File: src/subsystem_reset_consts.vh
`ifndef SUBSYSTEM_RESET_CONSTS_VH
`define SUBSYSTEM_RESET_CONSTS_VH

// Number of controlled peripherals and register field layout.
`define PERIPH_COUNT 25
`define USB_CONTROLLER_BIT 24
`define FIELD_MASK 32'h01FF_FFFF

// Register byte offsets within the block.
`define OFFSET_RESET_CONTROL 12'h000
`define OFFSET_WATCHDOG_SELECT 12'h004
`define OFFSET_RESET_STATUS 12'h008

// Register reset values.
`define RESET_CONTROL_INIT 25'h1FF_FFFF
`define WATCHDOG_SELECT_INIT 25'h000_0000
`define RESET_STATUS_INIT 25'h000_0000

// Default chain of dependencies: no peripheral waits on another.
`define SEQUENCE_CHAIN_INIT 25'h000_0000

// Depth of the done-input synchroniser.
`define SYNC_STAGES 3

// AHB-Lite transfer and response codes.
`define HTRANS_NONSEQ_BIT 1
`define HRESP_OKAY 1'b0

`endif

File: src/done_input_sync.v
`include "subsystem_reset_consts.vh"

// Brings asynchronous done levels into the bus clock domain.
module done_input_sync #(
    parameter WIDTH = `PERIPH_COUNT
) (
    input wire ref_clk,
    input wire reset_n,
    input wire [WIDTH-1:0] async_in,
    output reg [WIDTH-1:0] sync_out
);

    reg [WIDTH-1:0] stage_one;
    reg [WIDTH-1:0] stage_two;
    reg [WIDTH-1:0] stage_three;
    integer i;

    ////////////////////////////////////////////////////////////////////////
    // Three flops; a bit only changes once the second and third agree,
    // which filters a single-cycle glitch past the metastable stage.
    always @(posedge ref_clk)
    begin
        if (!reset_n)
        begin
            stage_one <= {WIDTH{1'b0}};
            stage_two <= {WIDTH{1'b0}};
            stage_three <= {WIDTH{1'b0}};
            sync_out <= {WIDTH{1'b0}};
        end
        else
        begin
            stage_one <= async_in;
            stage_two <= stage_one;
            stage_three <= stage_two;
            for (i = 0; i < WIDTH; i = i + 1)
            begin
                if (stage_two[i] == stage_three[i])
                begin
                    sync_out[i] <= stage_three[i];
                end
            end
        end
    end

endmodule

File: src/subsystem_reset_controller.v
`include "subsystem_reset_consts.vh"

module subsystem_reset_controller #(
    parameter ADDR_WIDTH = 12,
    parameter NUM_PERIPH = `PERIPH_COUNT,
    parameter [`PERIPH_COUNT-1:0] SEQUENCE_CHAIN = `SEQUENCE_CHAIN_INIT
) (
    input wire ref_clk,
    input wire reset_n,
    input wire hsel,
    input wire [ADDR_WIDTH-1:0] haddr,
    input wire [1:0] htrans,
    input wire hwrite,
    input wire [2:0] hsize,
    input wire [31:0] hwdata,
    input wire hready,
    output reg hreadyout,
    output reg hresp,
    output reg [31:0] hrdata,
    input wire watchdog_fire,
    input wire [NUM_PERIPH-1:0] periph_done,
    output reg [NUM_PERIPH-1:0] periph_reset
);

    reg [NUM_PERIPH-1:0] reset_control;
    reg [NUM_PERIPH-1:0] watchdog_select;
    reg [NUM_PERIPH-1:0] reset_status;
    reg [NUM_PERIPH-1:0] next_reset_control;
    reg [NUM_PERIPH-1:0] next_periph_reset;
    reg [NUM_PERIPH-1:0] chain_hold;
    wire [NUM_PERIPH-1:0] done_sync;
    reg wr_pending;
    reg rd_pending;
    reg [ADDR_WIDTH-1:0] data_addr;
    wire addr_phase;
    integer k;

    // Word-aligned compare of the captured address against an offset.
    function hit;
        input [ADDR_WIDTH-1:0] addr;
        input [11:0] offset;
        begin
            hit = (addr[ADDR_WIDTH-1:2] == offset[ADDR_WIDTH-1:2]);
        end
    endfunction

    ////////////////////////////////////////////////////////////////////////
    // Done levels come from peripherals that may run on other clocks.
    done_input_sync #(
        .WIDTH(NUM_PERIPH)
    ) u_done_sync (
        .ref_clk(ref_clk),
        .reset_n(reset_n),
        .async_in(periph_done),
        .sync_out(done_sync)
    );

    // A transfer is taken when selected, NONSEQ or SEQ, and the bus is ready.
    assign addr_phase = hsel & htrans[`HTRANS_NONSEQ_BIT] & hready;

    ////////////////////////////////////////////////////////////////////////
    // Control vector update: a software write lands first, then the
    // watchdog sets selected bits so a coincident clear cannot lose it.
    always @*
    begin
        next_reset_control = reset_control;
        if (wr_pending && hit(data_addr, `OFFSET_RESET_CONTROL))
        begin
            next_reset_control = hwdata[NUM_PERIPH-1:0];
        end
        if (watchdog_fire)
        begin
            next_reset_control = next_reset_control | watchdog_select;
        end
    end

    // Dependency chain: a peripheral whose predecessor is not done stays
    // in reset, so resetting one block ripples down the sequence.
    always @*
    begin
        chain_hold = {NUM_PERIPH{1'b0}};
        for (k = 1; k < NUM_PERIPH; k = k + 1)
        begin
            chain_hold[k] = SEQUENCE_CHAIN[k] & ~done_sync[k-1];
        end
        next_periph_reset = next_reset_control | chain_hold;
    end

    ////////////////////////////////////////////////////////////////////////
    // Registers and peripheral resets. Reset values assert every
    // peripheral reset, matching a cold power-up.
    always @(posedge ref_clk)
    begin
        if (!reset_n)
        begin
            reset_control <= `RESET_CONTROL_INIT;
            watchdog_select <= `WATCHDOG_SELECT_INIT;
            reset_status <= `RESET_STATUS_INIT;
            periph_reset <= `RESET_CONTROL_INIT;
        end
        else
        begin
            reset_control <= next_reset_control;
            periph_reset <= next_periph_reset;
            if (wr_pending && hit(data_addr, `OFFSET_WATCHDOG_SELECT))
            begin
                watchdog_select <= hwdata[NUM_PERIPH-1:0];
            end
            // A block in reset reports done for at most the first cycle of
            // its reset, even if its done line lags the reset.
            reset_status <= done_sync & ~periph_reset;
        end
    end

    ////////////////////////////////////////////////////////////////////////
    // AHB-Lite slave. Writes take no wait state. Reads take one wait
    // state so the read sees a write from the preceding data phase.
    always @(posedge ref_clk)
    begin
        if (!reset_n)
        begin
            hreadyout <= 1'b1;
            hresp <= `HRESP_OKAY;
            hrdata <= 32'h0000_0000;
            wr_pending <= 1'b0;
            rd_pending <= 1'b0;
            data_addr <= {ADDR_WIDTH{1'b0}};
        end
        else
        begin
            hresp <= `HRESP_OKAY;
            if (rd_pending)
            begin
                rd_pending <= 1'b0;
                hreadyout <= 1'b1;
                hrdata <= 32'h0000_0000;
                // Reserved bits 31:25 and unmapped words read as zero.
                if (hit(data_addr, `OFFSET_RESET_CONTROL))
                begin
                    hrdata[NUM_PERIPH-1:0] <= reset_control;
                end
                else if (hit(data_addr, `OFFSET_WATCHDOG_SELECT))
                begin
                    hrdata[NUM_PERIPH-1:0] <= watchdog_select;
                end
                else if (hit(data_addr, `OFFSET_RESET_STATUS))
                begin
                    hrdata[NUM_PERIPH-1:0] <= reset_status;
                end
            end
            else
            begin
                wr_pending <= addr_phase & hwrite;
                if (addr_phase)
                begin
                    data_addr <= haddr;
                end
                if (addr_phase && !hwrite)
                begin
                    rd_pending <= 1'b1;
                    hreadyout <= 1'b0;
                end
            end
        end
    end

endmodule

File: config.mk
export PLATFORM = sky130hd
export DESIGN_NAME = subsystem_reset_controller
export DESIGN_NICKNAME = d
export VERILOG_FILES = /design/src/done_input_sync.v /design/src/subsystem_reset_controller.v
export VERILOG_INCLUDE_DIRS = /design/src
export SDC_FILE = /design/constraint.sdc
export NUM_CORES = 1
export LEC_CHECK = 0
export ABC_CLOCK_PERIOD_IN_PS = 2130
export CORE_MARGIN = 8
export CORE_UTILIZATION = 65
export CTS_BUF_LIST = sky130_fd_sc_hd__clkbuf_4
export DETAILED_ROUTE_END_ITERATION = 8
export DONT_BUFFER_PORTS = 1
export PLACE_DENSITY = 0.81
export SYNTH_ARGS = -nofsm -noshare
export SYNTH_HDL_FRONTEND = slang
export SYNTH_SLANG_ARGS = --single-unit
File: constraint.sdc
create_clock -name ref_clk -period 2.13 [get_ports ref_clk]
set_input_delay 0 -clock ref_clk [delete_from_list [all_inputs] [get_ports ref_clk]]
set_output_delay 0 -clock ref_clk [all_outputs]
set_load 0.1 [all_outputs]
### Word-level counts from Yosys, hierarchy flattened

Cells that the tools add are included.

* equal/unequal tests: 27
* mux-type cells: 6
* bitwise logic cells: 8
* reductions and logical operators: 7

Operator list (count)
* $mux W25: 5
* $and A25 B25 Y25: 1
* $eq A1 B1 Y1: 25
* $not A25 Y25: 1
* $or A25 B25 Y25: 1
* $eq A10 B1 Y1 const B: 1
* $eq A10 B2 Y1 const B: 1
* $logic_not A10 Y1: 1
* $and A1 B1 Y1: 3
* $logic_and A1 B1 Y1: 3
* $not A1 Y1: 2
* $reduce_and A2 Y1: 1
* $reduce_or A2 Y1: 1
* $logic_not A1 Y1: 1
* $mux W1: 1

* flip-flop bits (word level): 215
* input port bits: 80
* output and inout bits: 59
* logic and storage cells: 84

### Depth between registers and ports, before layout

* depth in word-level cells: 5
* depth in mapped cells: 6
* depth with buffers taken out: 3

### Cells and area by module

From an unflattened synthesis, not the netlist that was laid out.

* cells, all modules: 765
* area, all modules: 7811.2 µm²

By module, submodules not included
* subsystem_reset_controller: times used 1, cells an instance 504, area each 4823.4 µm², sequential area each 2262.2 µm²
* done_input_sync: times used 1, cells an instance 261, area each 2987.9 µm², sequential area each 2001.9 µm²

### Worst setup path before layout

No wires, ideal clock.

* kind: register -> register
* from: reg data_addr[4]
* to: reg reset_control[10]
* setup time: 72 ps
* data arrival time: 1782 ps
* required time: 2058 ps
* path slack: 276 ps
* stages on the path, launching flop included: 5
* path buffers: 1
* clock period less this slack: 1854 ps
* path through: dfxtp_1 -> or4_4 -> nor4_4 -> buf_6 -> mux2i_1

* cells in the longest elaborated chain, start to end: 5

Ends and longest elaborated chain
* start: declaration: RTL line subsystem_reset_controller.v:34 `reg [ADDR_WIDTH-1:0] data_addr;`
* start signal: assignment: RTL line subsystem_reset_controller.v:127 `data_addr <= {ADDR_WIDTH{1'b0}};`
* start signal: assignment: RTL line subsystem_reset_controller.v:156 `data_addr <= haddr;`
* $logic_not A10 Y1 (*): RTL line subsystem_reset_controller.v:43 `hit = (addr[ADDR_WIDTH-1:2] == offset[ADDR_WIDTH-1:2]);`
* $logic_and A1 B1 Y1 (*): RTL line subsystem_reset_controller.v:67 `` if (wr_pending && hit(data_addr, `OFFSET_RESET_CONTROL)) ``
* $mux W25 (*): RTL line subsystem_reset_controller.v:67
* $or A25 B25 Y25: RTL line subsystem_reset_controller.v:73 `next_reset_control = next_reset_control | watchdog_select;`
* $mux W25 (*): RTL line subsystem_reset_controller.v:71 `if (watchdog_fire)`
* end signal: assignment: RTL line subsystem_reset_controller.v:96 `` reset_control <= `RESET_CONTROL_INIT; ``
* end signal: assignment: RTL line subsystem_reset_controller.v:103 `reset_control <= next_reset_control;`
* end: declaration: RTL line subsystem_reset_controller.v:25 `reg [NUM_PERIPH-1:0] reset_control;`

Every way passes the cells marked *; elsewhere a longest branch is shown, timed or not.
A chain may end at the register's enable or synchronous reset.

### Worst setup path in the final report

* from: reg rd_pending
* to: reg hreadyout

* cells in the longest elaborated chain, start to end: 1

Ends and longest elaborated chain
* start: declaration: RTL line subsystem_reset_controller.v:33 `reg rd_pending;`
* start signal: assignment: RTL line subsystem_reset_controller.v:126 `rd_pending <= 1'b0;`
* start signal: assignment: RTL line subsystem_reset_controller.v:134 `rd_pending <= 1'b0;`
* start signal: assignment: RTL line subsystem_reset_controller.v:160 `rd_pending <= 1'b1;`
* $reduce_or A2 Y1 (no line)
* end signal: assignment: RTL line subsystem_reset_controller.v:122 `hreadyout <= 1'b1;`
* end signal: assignment: RTL line subsystem_reset_controller.v:135 `hreadyout <= 1'b1;`
* end signal: assignment: RTL line subsystem_reset_controller.v:161 `hreadyout <= 1'b0;`
* end: declaration: RTL line subsystem_reset_controller.v:17 `output reg hreadyout,`

Every way passes these cells.

==> out/metrics.csv <==
metric,value,unit
drive_gt1_share,20.2,%
start_util,65.6,%
synth_area_per_cell,10.1,um^2
fmax,0.504,GHz
fp.coreArea,11800,um^2
remaining_drc_errors,0,
start_kind,flop,
avgRoutedWirePerCell,17.3,um
peakVddDrop,506,uV
place.port_buffers,0,
cts_tree,done,
dp_hpwl,10800,um
finalCritPeriodShare,93.2,%
slew_violations,0,
grt_overflow_total,0,
cts_buffers,53,
clock-skew-final,0.0260,ns
grt_max_degree,173,
rows,40,
num_vias,6186,
hold_path_class,input pin to flop,
tns,0,ns
cts_sinks,213,
rr_startpoint,rd_pending$_SDFF_PP0_,
clkTransAtPathRegs,0.07,ns
syn_to_final_growth,30.1,%
cellLeakagePower,4.20,nW
yosysWarnings,0,
final_nets,1037,
die_h,125,um
h-tree-depth,2,
synth_cell_type_count,27,
max_slew_margin,60.3,%
final_util,85.4,%
die-area,15700,um^2
critical_path_class,flop to flop,
crit_arrival,2.47,ns
drtIter0Drc,461,
finalCriticalPeriod,1.98,ns
synth_cells,767,
antenna_found_initial,2,
startpoint,rd_pending$_SDFF_PP0_,
drtPass1Iterations,7,
power_density,797,nW/um^2
drt-total-wl,19700,um
cp_max_fo,12,
holdWs,0.0473,ns
synth_area,7750,um^2
crit_end,hreadyout$_SDFFE_PP1P_,
ios,139,
worstSkewPairLatency,0.61,ns
r2r_end,hreadyout$_SDFFE_PP1P_,
setup_viol,0,
grt.total_usage,24.6,%
hold_violations,0,
hold_start,reset_n,
via_per_inst,5.44,
cts_setup_buffers,0,
r2r_slack,0.15,ns
worst_pin_slew,0.595,ns
yosysSeqAreaShare,55.0,%
grt_pass1_wl,31800,um
crit_path_end_kind,flop,
rsz0062_at_grt,false,
ant_nets,0,
ys_ff_latch,213,
die_width,125,um
nFillCells,641,
root_buffer,clkbuf_4,
reg2regPathDepth,4,
finalPower,8.04,mW
status,completed,
place.gp.congestion,0.766,
clockBufferDepth,3,
cap_viol_max_count,0,
worstPathRequired,2.62,ns
grt_pass1_vias,6473,
[how the worst min path moves through the flow]
| stage | cells after the start | to |
|---|---|---|
| after floorplan | 1 | rd_pending$_SDFF_PP0_ |
| final | 2 | u_done_sync.stage_three[20]$_SDFF_PN0_ |
| after global placement | 1 | rd_pending$_SDFF_PP0_ |
| after CTS | 3 | data_addr[8]$_SDFFE_PN0P_ |
| after detailed placement | 1 | rd_pending$_SDFF_PP0_ |
| after global routing | 2 | u_done_sync.stage_two[23]$_SDFF_PN0_ |
[worst max-delay path: stages, from the launching register on]
cell and delay [ns]:
dfxtp_1 0.37, nand4b_1 0.53, o22ai_1 0.32, nand2_1 0.08, dlygate4sd3_1 0.57
[logic make-up (layout without fill, tap and decap cells)]
| kind of cell | Yosys count | after routing | synth area share, % |
|---|---|---|---|
| and+or+nand+nor | 287 | 287 | 19.0 |
| DFF | 213 | 213 | 55.0 |
| AOI/OAI and AO/OA | 137 | 137 | 12.4 |
| muxes | 75 | 75 | 10.1 |
| buffers and inverters | 54 | 269 | 3.39 |
| other | 1 | 10 | 0.0484 |
[sequential cells by signal, indices dropped and copies added, names as in the netlist, 10 cells and up]
| signal | cells |
|---|---|
| hrdata | 25 |
| reset_control | 25 |
| reset_status | 25 |
| u_done_sync.stage_one | 25 |
| u_done_sync.stage_three | 25 |
| u_done_sync.stage_two | 25 |
| u_done_sync.sync_out | 25 |
| watchdog_select | 25 |
| data_addr | 10 |
[synth_stat cells (all sizes together)]
library cell  instances  area [um^2]
nor4                  2         42.5
or2                   1         6.26
and4b                 1         10.0
conb                  1         3.75
mux2i                50          500
a21boi               35          263
nor3b                 1         7.51
o22ai                 1         6.26
or4                   1         11.3
and3b                25          219
and2                 75          469
nand2               123          462
or3                   2         12.5
nor4b                 1         15.0
clkbuf               42          158
nand2b                1         6.26
mux2                 25          282
buf                  12          105
dfxtp               213         4260
a22oi                26          195
o21ai                50          250
nand4b                1         8.76
nor2b                 2         12.5
nor2                 50          188
nor3                  1         5.00
a21bo                25          250
[timing repair]
action | 4_1_cts | 5_1_grt
hold endpoints to repair | 212 | 0
gates resized for setup | 0 | 0
hold buffers | 123 | 0
[power breakdown]
part,internal [mW],switching (mW)
combinational,0.306,0.404
clock,1.72,1.50
sequential,4.06,0.0409
[per-stage QoR]
step	setup slack, ns	instances	cell area, um^2
3_5_place_dp	0.332	926	8180
6_report	0.146	1138	10100
4_1_cts	0.184	1136	10100
2_1_floorplan	0.276	774	7780
5_1_grt	0.00585	1138	10100
3_3_place_gp	0.393	926	8180
[layout by cell type, fill, tap and decap left out]
cell           synthesis  routed
dfxtp_1              213     213
nand2_1              123     123
dlygate4sd3_1          0     121
clkbuf_4               0      82
and2_1                75      75
buf_4                  8      57
nor2_1                50      50
mux2i_1               50      50
o21ai_0               50      50
a21boi_0              35      35
a22oi_1               26      26
a21bo_2               25      25
and3b_1               25      25
mux2_2                25      25
conb_1                 1       8
clkinv_1               0       5
buf_12                 0       3
diode_2                0       2
or3_1                  2       2
nor4_4                 2       2
or2_2                  1       1
or4_4                  1       1
nand2b_1               1       1
and4b_1                1       1
nand4b_1               1       1
nor4b_4                0       1
nor3_2                 0       1
nor2b_2                0       1
o22ai_1                1       1
nor2b_1                2       1
nor3b_1                1       1
buf_16                 0       1
[cell type report]
cell class,instances,area [um^2],area share [%]
Sequential cell,213,4260,42.3
Multi-Input combinational cell,507,3270,32.4
Timing Repair Buffer,182,1730,17.1
Clock buffer,82,616,6.11
Tap cell,147,184,1.82
Clock inverter,5,18.8,0.186
Antenna cell,2,5.00,0.0496
[per-layer routing]
| metal | GRT usage [%] | share of wire (%) | routed length (um) | vias up |
|---|---|---|---|---|
| li1 | - | - | - | 2969 |
| met1 | 28.2 | 42 | 8210 | 2937 |
| met2 | 42.4 | 50 | 9820 | 241 |
| met3 | 6.76 | 6.7 | 1320 | 39 |
| met4 | 10.6 | 1.9 | 381 | 0 |
| met5 | 0 | 0 | 0 | - |
Power figures use the tool's default switching activity.
